## config.mk

```make
export PLATFORM = sky130hd
export DESIGN_NAME = dtc_top
export DESIGN_NICKNAME = d
export VERILOG_FILES = /design/src/include/dtc_pkg.sv /design/src/rtl/dtc_unit.sv /design/src/rtl/dtc_top.sv
export SDC_FILE = /design/constraint.sdc
export NUM_CORES = 1
export LEC_CHECK = 0
export CAP_MARGIN = 10
export CORE_ASPECT_RATIO = 1.2
export CORE_MARGIN = 3
export CORE_UTILIZATION = 45
export DETAILED_ROUTE_END_ITERATION = 16
export DONT_BUFFER_PORTS = 1
export SETUP_SLACK_MARGIN = 0.1
export SYNTH_ARGS = -nofsm -noshare
export SYNTH_HDL_FRONTEND = slang
export SYNTH_HIERARCHICAL = 1
export SYNTH_SLANG_ARGS = --single-unit
```

## constraint.sdc

```tcl
create_clock -name aclk -period 2.8 [get_ports aclk]
set_input_delay 0 -clock aclk [delete_from_list [all_inputs] [get_ports aclk]]
set_output_delay 0 -clock aclk [all_outputs]
set_load 0.02 [all_outputs]
```

## src/include/dtc_pkg.sv

```systemverilog
// Package: constants, register map and carrier types for the dual timer/counter
package dtc_pkg;

	// Machine cycle length in aclk periods (one aclk stands for one oscillator period)
	localparam int unsigned OSC_PER_MCYC = 6;
	localparam logic [2:0]  MCYC_LAST    = 3'(OSC_PER_MCYC - 1);
	localparam logic [4:0]  PRESC_LAST   = 5'h1F; // Divide-by-32 prescaler

	// Mode field encodings
	typedef enum logic [1:0] {
		DTC_MODE_13  = 2'h0,
		DTC_MODE_16  = 2'h1,
		DTC_MODE_RLD = 2'h2,
		DTC_MODE_SPL = 2'h3
	} dtc_mode_t;

	// Per-counter configuration nibble (mode, timer/counter select, gate enable)
	typedef struct packed {
		logic      gate_en;
		logic      count_sel; // 1 = counter function on count input
		dtc_mode_t mode;
	} dtc_cfg_t;

	// Word offsets on the AXI4-Lite bus
	localparam logic [4:0] ADDR_MODE   = 5'h00; // counter_mode_register
	localparam logic [4:0] ADDR_RUN    = 5'h04; // Run bits
	localparam logic [4:0] ADDR_CNT0   = 5'h08; // Counter 0 {high,low}
	localparam logic [4:0] ADDR_CNT1   = 5'h0C; // Counter 1 {high,low}
	localparam logic [4:0] ADDR_STAT   = 5'h10; // Sticky overflow flags
	localparam logic [4:0] ADDR_MASK   = 5'h14; // Interrupt mask

	// Field layout
	localparam int unsigned CFG0_LSB = 0;
	localparam int unsigned CFG1_LSB = 4;
	localparam int unsigned NFLAG    = 3; // ovf0, ovf1, split high byte ovf
	localparam logic [1:0]  RESP_OK     = 2'h0;
	localparam logic [1:0]  RESP_SLVERR = 2'h2;

	// Counter pair state
	typedef struct packed {
		logic [7:0] hi;
		logic [7:0] lo;
	} dtc_cnt_t;

endpackage

```

## src/rtl/dtc_unit.sv

```systemverilog
// One timer/counter channel: low and high byte with four modes
`timescale 1ns/100ps
module dtc_unit (
	// Clock and reset
	input  wire logic          aclk,
	input  wire logic          aresetn,
	input  wire logic          ce,
	// Control
	input  wire logic          mcyc_tick,
	input  wire logic          cnt_edge,
	input  wire logic          gate_ok,
	input  wire logic          run,
	input  wire dtc_pkg::dtc_cfg_t cfg,
	input  wire logic          halt,
	input  wire logic          hi_run,
	// Software load
	input  wire logic          wr_en,
	input  wire dtc_pkg::dtc_cnt_t wr_val,
	// Results
	output dtc_pkg::dtc_cnt_t  cnt,
	output logic               ovf,
	output logic               hi_ovf
);

	typedef struct packed {
		dtc_pkg::dtc_cnt_t c;
		logic [4:0]        pre;
		logic              ovf;
		logic              hi_ovf;
	} dtc_unit_st_t;

	dtc_unit_st_t s_q;
	dtc_unit_st_t s_d;
	logic         inc;

	// Increment source: machine cycle or detected count edge, gated
	assign inc = run && gate_ok && !halt &&
		(cfg.count_sel ? cnt_edge : mcyc_tick);

	// Next-state logic for the four modes
	always_comb begin
		s_d        = s_q;
		s_d.ovf    = 1'b0;
		s_d.hi_ovf = 1'b0;
		if (inc) begin
			unique case (cfg.mode)
				dtc_pkg::DTC_MODE_13: begin
					s_d.pre = s_q.pre + 5'h01;
					if (s_q.pre == dtc_pkg::PRESC_LAST) begin
						s_d.c.hi = s_q.c.hi + 8'h01;
						s_d.ovf  = (s_q.c.hi == 8'hFF);
					end
				end
				dtc_pkg::DTC_MODE_16: begin
					{s_d.c.hi, s_d.c.lo} = {s_q.c.hi, s_q.c.lo} + 16'h0001;
					s_d.ovf = ({s_q.c.hi, s_q.c.lo} == 16'hFFFF);
				end
				dtc_pkg::DTC_MODE_RLD: begin
					// Reload low byte from high byte on rollover
					if (s_q.c.lo == 8'hFF) begin
						s_d.c.lo = s_q.c.hi;
						s_d.ovf  = 1'b1;
					end else begin
						s_d.c.lo = s_q.c.lo + 8'h01;
					end
				end
				dtc_pkg::DTC_MODE_SPL: begin
					// Low byte is the 8-bit timer/counter
					s_d.c.lo = s_q.c.lo + 8'h01;
					s_d.ovf  = (s_q.c.lo == 8'hFF);
				end
			endcase
		end
		// Split mode high byte: pure timer on machine cycles
		if (cfg.mode == dtc_pkg::DTC_MODE_SPL && hi_run && mcyc_tick) begin
			s_d.c.hi   = s_q.c.hi + 8'h01;
			s_d.hi_ovf = (s_q.c.hi == 8'hFF);
		end
		// Software write wins over counting; prescaler restarts
		if (wr_en) begin
			s_d.c   = wr_val;
			s_d.pre = 5'h00;
		end
	end

	// State register
	always_ff @(posedge aclk) begin
		if (!aresetn) begin
			s_q <= '0;
		end else if (ce) begin
			s_q <= s_d;
		end
	end

	assign cnt    = s_q.c;
	assign ovf    = s_q.ovf;
	assign hi_ovf = s_q.hi_ovf;

endmodule // dtc_unit

```

## src/rtl/dtc_top.sv

```systemverilog
// Dual timer/counter with AXI4-Lite registers and overflow interrupt
//
// Chosen here: the placing of the registers and register access over AXI4-Lite.
`timescale 1ns/100ps
module dtc_top (
	// Clock, reset, enable
	input  wire logic        aclk,
	input  wire logic        aresetn,
	input  wire logic        ce,
	// External count and gate pins
	input  wire logic        count_input_zero,
	input  wire logic        count_input_one,
	input  wire logic        gate_input_zero,
	input  wire logic        gate_input_one,
	// AXI4-Lite write address and data
	input  wire logic        s_axi_awvalid,
	output logic             s_axi_awready,
	input  wire logic [4:0]  s_axi_awaddr,
	input  wire logic        s_axi_wvalid,
	output logic             s_axi_wready,
	input  wire logic [31:0] s_axi_wdata,
	input  wire logic [3:0]  s_axi_wstrb,
	// AXI4-Lite write response
	output logic             s_axi_bvalid,
	input  wire logic        s_axi_bready,
	output logic [1:0]       s_axi_bresp,
	// AXI4-Lite read
	input  wire logic        s_axi_arvalid,
	output logic             s_axi_arready,
	input  wire logic [4:0]  s_axi_araddr,
	output logic             s_axi_rvalid,
	input  wire logic        s_axi_rready,
	output logic [31:0]      s_axi_rdata,
	output logic [1:0]       s_axi_rresp,
	// Interrupt
	output logic             irq
);

	typedef struct packed {
		logic [2:0]  phase;     // Machine cycle phase
		logic [1:0]  pin_s;     // Count pin samples, last machine cycle
		logic [1:0]  pin_p;     // Count pin samples, one earlier
		logic [7:0]  mode_reg;  // Two config nibbles
		logic [1:0]  run;
		logic [dtc_pkg::NFLAG-1:0] stat;
		logic [dtc_pkg::NFLAG-1:0] mask;
		logic        aw_got;
		logic [4:0]  aw_addr;
		logic        w_got;
		logic [31:0] w_data;
		logic [3:0]  w_strb;
		logic        bvalid;
		logic [1:0]  bresp;
		logic        rvalid;
		logic [31:0] rdata;
		logic [1:0]  rresp;
		logic        irq;
	} dtc_top_st_t;

	dtc_top_st_t        s_q;
	dtc_top_st_t        s_d;
	dtc_pkg::dtc_cfg_t  cfg [2];
	dtc_pkg::dtc_cnt_t  cnt [2];
	logic [1:0]         ovf;
	logic [1:0]         hi_ovf;
	logic [1:0]         edge_hit;
	logic [1:0]         gate_ok;
	logic [1:0]         wr_cnt;
	logic               mcyc_tick;
	logic               do_write;
	dtc_pkg::dtc_cnt_t  wr_val;
	logic [1:0]         pins;
	logic [1:0]         gpins;

	// Apply byte strobes to a stored word
	function automatic logic [31:0] strb_merge(input logic [31:0] old,
		input logic [31:0] nw, input logic [3:0] st);
		logic [31:0] r;
		r = old;
		for (int b = 0; b < 4; b++) begin
			if (st[b]) r[8*b +: 8] = nw[8*b +: 8];
		end
		return r;
	endfunction

	// Machine cycle tick every six clocks
	assign mcyc_tick = (s_q.phase == dtc_pkg::MCYC_LAST);
	assign pins      = {count_input_one, count_input_zero};
	assign gpins     = {gate_input_one, gate_input_zero};
	assign do_write  = s_q.aw_got && s_q.w_got && !s_q.bvalid;
	assign wr_val    = dtc_pkg::dtc_cnt_t'(s_q.w_data[15:0]);

	// Per-channel edge detect, gating, config and counter units
	for (genvar i = 0; i < 2; i++) begin : g_ch
		// Falling edge seen across two machine-cycle samples
		assign edge_hit[i] = mcyc_tick && s_q.pin_p[i] && !s_q.pin_s[i];
		// Gate pin high lets counting proceed when gating enabled
		assign gate_ok[i]  = !cfg[i].gate_en || gpins[i];
		assign cfg[i]      = dtc_pkg::dtc_cfg_t'(s_q.mode_reg[4*i +: 4]);
		assign wr_cnt[i]   = do_write && (s_q.aw_addr ==
			(i == 0 ? dtc_pkg::ADDR_CNT0 : dtc_pkg::ADDR_CNT1));

		dtc_unit u_unit (
			.aclk      (aclk),
			.aresetn   (aresetn),
			.ce        (ce),
			.mcyc_tick (mcyc_tick),
			.cnt_edge  (edge_hit[i]),
			.gate_ok   (gate_ok[i]),
			.run       (s_q.run[i]),
			.cfg       (cfg[i]),
			// Counter 1 stops while counter 0 is split
			.halt      (i == 1 && cfg[0].mode == dtc_pkg::DTC_MODE_SPL),
			.hi_run    (i == 0 && s_q.run[1]),
			.wr_en     (wr_cnt[i]),
			.wr_val    (wr_val),
			.cnt       (cnt[i]),
			.ovf       (ovf[i]),
			.hi_ovf    (hi_ovf[i])
		);
	end

	// Bus handshake, registers, sticky flags and interrupt
	always_comb begin
		logic [31:0] wm;
		logic [2:0]  ev;
		wm  = '0;
		ev  = {hi_ovf[0], ovf[1], ovf[0]};
		s_d = s_q;
		s_d.phase = mcyc_tick ? 3'h0 : s_q.phase + 3'h1;
		if (mcyc_tick) begin
			// Sample pins once per machine cycle
			s_d.pin_p = s_q.pin_s;
			s_d.pin_s = pins;
		end
		// Write address and data taken independently
		if (s_axi_awvalid && !s_q.aw_got) begin
			s_d.aw_got  = 1'b1;
			s_d.aw_addr = {s_axi_awaddr[4:2], 2'b00};
		end
		if (s_axi_wvalid && !s_q.w_got) begin
			s_d.w_got  = 1'b1;
			s_d.w_data = s_axi_wdata;
			s_d.w_strb = s_axi_wstrb;
		end
		if (do_write) begin
			s_d.bvalid = 1'b1;
			s_d.bresp  = dtc_pkg::RESP_OK;
			unique case (s_q.aw_addr)
				dtc_pkg::ADDR_MODE: begin
					wm = strb_merge({24'h0, s_q.mode_reg}, s_q.w_data,
						s_q.w_strb);
					s_d.mode_reg = wm[7:0];
				end
				dtc_pkg::ADDR_RUN: begin
					wm = strb_merge({30'h0, s_q.run}, s_q.w_data, s_q.w_strb);
					s_d.run = wm[1:0];
				end
				dtc_pkg::ADDR_MASK: begin
					wm = strb_merge({29'h0, s_q.mask}, s_q.w_data, s_q.w_strb);
					s_d.mask = wm[2:0];
				end
				dtc_pkg::ADDR_STAT: begin
					if (s_q.w_strb[0]) s_d.stat = s_q.stat & ~s_q.w_data[2:0];
				end
				dtc_pkg::ADDR_CNT0, dtc_pkg::ADDR_CNT1: ;
				default: s_d.bresp = dtc_pkg::RESP_SLVERR;
			endcase
		end
		// Events set after the clear so a same-cycle event survives
		s_d.stat = s_d.stat | ev;
		if (s_q.bvalid && s_axi_bready) begin
			s_d.bvalid = 1'b0;
			s_d.aw_got = 1'b0;
			s_d.w_got  = 1'b0;
		end
		// Read channel
		if (s_axi_arvalid && !s_q.rvalid) begin
			s_d.rvalid = 1'b1;
			s_d.rresp  = dtc_pkg::RESP_OK;
			unique case ({s_axi_araddr[4:2], 2'b00})
				dtc_pkg::ADDR_MODE: s_d.rdata = {24'h0, s_q.mode_reg};
				dtc_pkg::ADDR_RUN:  s_d.rdata = {30'h0, s_q.run};
				dtc_pkg::ADDR_CNT0: s_d.rdata = {16'h0, cnt[0]};
				dtc_pkg::ADDR_CNT1: s_d.rdata = {16'h0, cnt[1]};
				dtc_pkg::ADDR_STAT: s_d.rdata = {29'h0, s_q.stat};
				dtc_pkg::ADDR_MASK: s_d.rdata = {29'h0, s_q.mask};
				default: begin
					s_d.rdata = 32'h0000_0000;
					s_d.rresp = dtc_pkg::RESP_SLVERR;
				end
			endcase
		end else if (s_q.rvalid && s_axi_rready) begin
			s_d.rvalid = 1'b0;
		end
		s_d.irq = |(s_d.stat & s_d.mask);
	end

	// State register
	always_ff @(posedge aclk) begin
		if (!aresetn) begin
			s_q <= '0;
		end else if (ce) begin
			s_q <= s_d;
		end
	end

	// Outputs straight from flip-flops
	assign s_axi_awready = !s_q.aw_got;
	assign s_axi_wready  = !s_q.w_got;
	assign s_axi_bvalid  = s_q.bvalid;
	assign s_axi_bresp   = s_q.bresp;
	assign s_axi_arready = !s_q.rvalid;
	assign s_axi_rvalid  = s_q.rvalid;
	assign s_axi_rdata   = s_q.rdata;
	assign s_axi_rresp   = s_q.rresp;
	assign irq           = s_q.irq;

endmodule // dtc_top

```

==> run summary, run 1 <==
Status: finished clean
Fin. Hold Viols: 0
Max IR drop VDD: 0.000277 V
Final Skew: 0.00792 ns
Critical Path End: g_ch[0].u_unit/cnt[11]
Synth Warn #: 6
Layout Nets: 887
Root buf cell: clkbuf_16
Via density: 5.88
All-Layer GR Usage: 22.4%
Worst-path fanout max: 8
Setup violators final: 0
DIE AREA: 17100 µm²
Worst R2R Path Depth: 8
Clk buf depth: 2
Syn-to-layout area delta: 6.17%
Worst slack, placed: 0.306 ns
Num CTS Buffers: 9
First-pass GRT wire length: 30900 µm
Max Slew Vio Count: 0
CP startpoint kind: flop
Initial antenna violation count: 0
Share of cells above drive strength 1: 7.97%
Syn avg cell area: 8.34 µm²
Critical path cell sequence: nor2b_1, nand2_1, inv_1, nand3_1, o32a_1, nor3b_2, a32oi_1, o22ai_1
Flop-to-flop setup slack: 0.33 ns
I/O Buffers: 0
Drt pass-1 iters: 5
DR vias: 6002
Hold path depth: 3
Inserted Diodes: 0
Setup CP Type: reg2reg
CTS Sinks: 111
Power consumption: 3170 µW
Arrival @ worst endpoint: 2.74 ns
Cell Area, Placed: 6730 µm²
Synth Instances: 841
R2r endpoint: g_ch[0].u_unit/cnt[11]
Congestion Overflow GR: 0
Cell Area, Synth: 7010 µm²
Max_slew headroom: 50.4%
Period utilisation layout: 88.1%
CP max stage cell: nand3_1
Final ANT Viol Nets: 0
Pwr Density: 425 nW/µm²
TritonCTS clock tree: yes
Tmin final: 2.47 ns
Htree depth: 3
Routability cong.: 0.897
Critical Path Max Stage Delay: 0.44 ns
Core Rows: 49
Reg-to-reg startpoint: s_q[104]
Iter 0 DRT Violations: 479
WL per Instance: 18.8 µm
HP Class: in2reg
Largest net degree at the start of global routing: 110
Skew-Pair Late Insertion Delay: 0.35 ns
Fmax: 405 MHz
Finished Cell Area: 7450 µm²
RSZ-0062 raised after global routing: no
Setup crit end kind: flop
Worst-Margin Slew: 0.738 ns
Max_cap viols: 0
Vias in the first global route: 5891
Setup TNS: 0 ns
Drt total wl: 19200 µm
Worst Path Required: 3.07 ns
Critical path startpoint: s_q[104]
Dpl hpwl: 13500 µm
Die W: 120 µm
Core ar.: 15100 µm²
Die Y: 143 µm
Starting density of the core: 46.3%
I/O pins: 100
Worst setup margin: 0.333 ns
LEAKAGE: 0.00261 µW
Residual DRC: 0
Clk slew on worst S/H paths: 0.08 ns
## routing by layer
metal / track usage [%] / vias up / part of all wire [%]
li1: - / 2885 / -
met1: 28.0 / 2904 / 43
met4: 7.78 / 0 / 2.3
met3: 3.13 / 25 / 4.9
met5: 0 / - / 0
met2: 39.6 / 188 / 50
## worst min-delay path by stage
stage | start | to | slack, ns
after floorplan | s_axi_awvalid | s_q[81] | 0.14
after global routing | ce | g_ch[1].u_unit/cnt[1] | 0.04
after CTS | ce | s_q[80] | 0.02
after global placement | ce | irq | 0.11
final | ce | s_q[80] | 0.03
after detailed placement | ce | irq | 0.13
## critical path, delay by kind of cell, from the launching register on
| kind | cells | cell delay (ns) |
|---|---|---|
| AND/OR/NAND/NOR | 4 | 1.04 |
| AO/OA/AOI/OAI | 3 | 0.72 |
| flip-flops | 1 | 0.38 |
| buffers and inverters | 1 | 0.24 |
## per-stage QoR
step / hold WS [ns] / instances / util, %
after floorplan: 0.145 / 865 / -
final: 0.0317 / 1020 / 49.2
after CTS: 0.0200 / 1020 / 49.0
after global routing: 0.0359 / 1020 / 49.2
after detailed placement: 0.125 / 968 / 44.4
after global placement: 0.114 / 968 / 44.4
## registers in the layout, indices dropped and copies added (netlist names)
name / count
s_q: 37
s_axi_rdata: 16
s_axi_bvalid: 1
irq: 1
g_ch.u_unit/s_q: 10
s_axi_bresp: 1
g_ch.u_unit/ovf: 2
g_ch.u_unit/hi_ovf: 1
g_ch.u_unit/cnt: 32
s_axi_rvalid: 1
cfg: 8
s_axi_rresp: 1
## final cells by class
class | instances | area (µm²)
fillers | 1476 | 7700
multi-input cells | 619 | 4120
flip-flops and latches | 111 | 2220
repair buffers | 44 | 448
well taps | 204 | 255
clock buffers | 12 | 246
inverters | 26 | 97.6
clock inverters | 4 | 53.8
## layout by cell type, fill, tap and decap left out, types with 12 or more instances in the layout
cell type,instances
nand2_1,92
xnor2_1,12
a22oi_1,14
mux2i_1,28
nor2b_1,35
o21ai_0,30
dlygate4sd3_1,34
ha_1,18
nor2_1,44
a31oi_1,14
nor3_1,25
dfxtp_1,111
a21oi_1,29
inv_1,26
nand3_1,37
a21boi_0,42
conb_1,25
nand4_1,15
## what timing repair did
item	4_1_cts	5_1_grt
hold buffers	36	0
setup buffers	0	0
endpoints found under the hold margin	111	0
endpoints found under the setup margin	0	10
resized for setup	0	4
## power breakdown
| part | leakage (µW) | internal (µW) | switching, µW | total [µW] |
|---|---|---|---|---|
| logic | 0.00158 | 86.9 | 115 | 202 |
| registers | 0.000897 | 1600 | 39.7 | 1640 |
| clock network | 0.000139 | 724 | 603 | 1330 |
No activity file was read; power rests on OpenSTA's default activity.
==> run 2, diff against run 1 <==
--- a/config.mk
+++ b/config.mk
@@ -8,10 +8,11 @@
 export CAP_MARGIN = 10
 export CORE_ASPECT_RATIO = 1.2
 export CORE_MARGIN = 3
-export CORE_UTILIZATION = 45
+export CORE_UTILIZATION = 30
 export DETAILED_ROUTE_END_ITERATION = 16
 export DONT_BUFFER_PORTS = 1
 export SETUP_SLACK_MARGIN = 0.1
+export SKIP_LAST_GASP = 1
 export SYNTH_ARGS = -nofsm -noshare
 export SYNTH_HDL_FRONTEND = slang
 export SYNTH_HIERARCHICAL = 1
==> run 2 against run 1 <==
  * Wire length increased by 2.2%
  * Clock skew grew 0.0032 ns
  * Clock power fell by 4%
  * Design area rose by 2.0%
  * Register-to-register slack improved by 0.05 ns
  * Sequential cell count is the same
  * Largest power group unchanged
  * Highest routed layer unchanged
==> run summary, run 2 (same netlist as run 1, synthesis figures left out) <==
All-Layer GR Usage: 15.2%
M3 GR Usage: 2.62%
Drt total wl: 19600 µm
Worst Path Required: 3.05 ns
Critical Path Max Stage Delay: 0.55 ns
CP max stage cell: dlygate4sd3_1
Fmax: 413 MHz
RSZ-0062 raised after global routing: no
Setup CP Type: reg2reg
Worst R2R Path Depth: 6
Max IR drop VDD: 0.000236 V
First-pass GRT wire length: 31500 µm
Power consumption: 3120 µW
Initial antenna violation count: 0
Pwr Density: 411 nW/µm²
Htree depth: 3
Congestion Overflow GR: 0
I/O pins: 100
Die Y: 173 µm
Final ANT Viol Nets: 0
Num CTS Buffers: 9
Setup TNS: 0 ns
Skew-Pair Late Insertion Delay: 0.36 ns
Period utilisation layout: 86.4%
Fin. Hold Viols: 0
Share of cells above drive strength 1: 8.30%
Inserted Diodes: 0
Syn-to-layout area delta: 8.30%
DIE AREA: 25300 µm²
Iter 0 DRT Violations: 486
Die W: 146 µm
Critical path cell sequence: nand3b_1, nor2_1, mux2_2, a21oi_1, a31oi_1, dlygate4sd3_1
HP Class: in2reg
DR vias: 5975
TritonCTS clock tree: yes
Status: finished clean
Top reg by flops: s_q
Max FFs per register: 37
Max_cap viols: 0
Final Skew: 0.0111 ns
Setup crit end kind: flop
LEAKAGE: 0.00263 µW
Layout Nets: 890
Routability cong.: 0.892
Commonest non-fill, non-tap cell in the layout: dfxtp_1
Hold path depth: 3
Worst-path fanout max: 6
Root buf cell: clkbuf_16
Starting density of the core: 30.9%
CTS Sinks: 111
Worst-Margin Slew: 0.856 ns
Via density: 5.29
Setup violators final: 0
Drt pass-1 iters: 5
Met1 Track Usage GR: 20.0%
Core ar.: 22700 µm²
Clk buf depth: 2
Core Rows: 60
CP startpoint kind: flop
Routing usage on met2: 24.3%
Max_slew headroom: 42.9%
Grt peak-use layer: met2
Most frequent cells in the layout: 111 x dfxtp_1, 92 x nand2_1, 43 x nor2_1, 42 x a21boi_0, 37 x nand3_1
Residual DRC: 0
Dpl hpwl: 13600 µm
WL per Instance: 17.3 µm
Largest net degree at the start of global routing: 107
Max Slew Vio Count: 0
Setup bufs post-CTS: 0
Tmin final: 2.42 ns
Vias in the first global route: 5753
I/O Buffers: 0
Arrival @ worst endpoint: 2.67 ns
Clk slew on worst S/H paths: 0.08 ns
run 2: changes by cell type in the layout (fill, tap and decap cells not counted), sizes merged:
cell         previous run  this run
clkbuf                 12        10
dlygate4sd3            34        36
inv                    27        29
buf                    10        11
bufinv                  1         0
clkinv                  0         1
run 2: repair_timing:
action,in CTS,in global routing
endpoints found under the hold margin,111,0
hold buffers,38,0
gates resized for setup,0,4
endpoints found under the setup margin,0,10
run 2: report_power, final:
group          switching [µW]  leakage, µW  total, µW  internal (µW)
clock network             656     0.000132       1280            621
registers                39.6     0.000897       1640           1600
logic                     117      0.00160        203           86.6
run 2: layout make-up:
type                       count  area (µm²)
sequential                   111        2220
timing repair buffer          47         475
inverter                      26        97.6
fill                        2370       15100
multi-input combinational    619        4130
clock buffer                  10         229
clock inverter                 6        52.6
tap                          310         388
run 2: critical path: cells and delay by family (launching register included):
family	cells	cell delay, ns
AO/OA/AOI/OAI	2	0.25
flip-flops	1	0.42
multiplexers	1	0.38
AND/OR/NAND/NOR	2	0.70
buffers and inverters	1	0.55
run 2: layer usage:
metal  share of wire [%]  vias up
li1                    -     2882
met1                  46     2854
met2                  45      202
met3                 6.2       37
met4                 3.5        0
met5                   0        -
run 2: metrics by stage:
step / hold slack, ns / util, % / instances / setup WS [ns] / area (µm²)
after global routing: 0.0344 / 33.5 / 1129 / 0.143 / 7590
after detailed placement: 0.117 / 30.3 / 1075 / 0.347 / 6870
after CTS: 0.00171 / 33.4 / 1129 / 0.337 / 7560
final: 0.00950 / 33.5 / 1129 / 0.380 / 7590
after global placement: 0.108 / 30.3 / 1075 / 0.366 / 6870
after floorplan: 0.145 / - / 865 / 0.688 / 7100
run 2: path summary, 6_finish.rpt:
path                                            start                     to  slack, ns
worst min register to register  g_ch[0].u_unit/s_q[6]  g_ch[0].u_unit/s_q[6]       0.49
worst max register to register           s_axi_bvalid                    irq       0.38
worst max-delay path                     s_axi_bvalid                    irq       0.38
worst min-delay path                               ce  g_ch[1].u_unit/cnt[1]      0.009
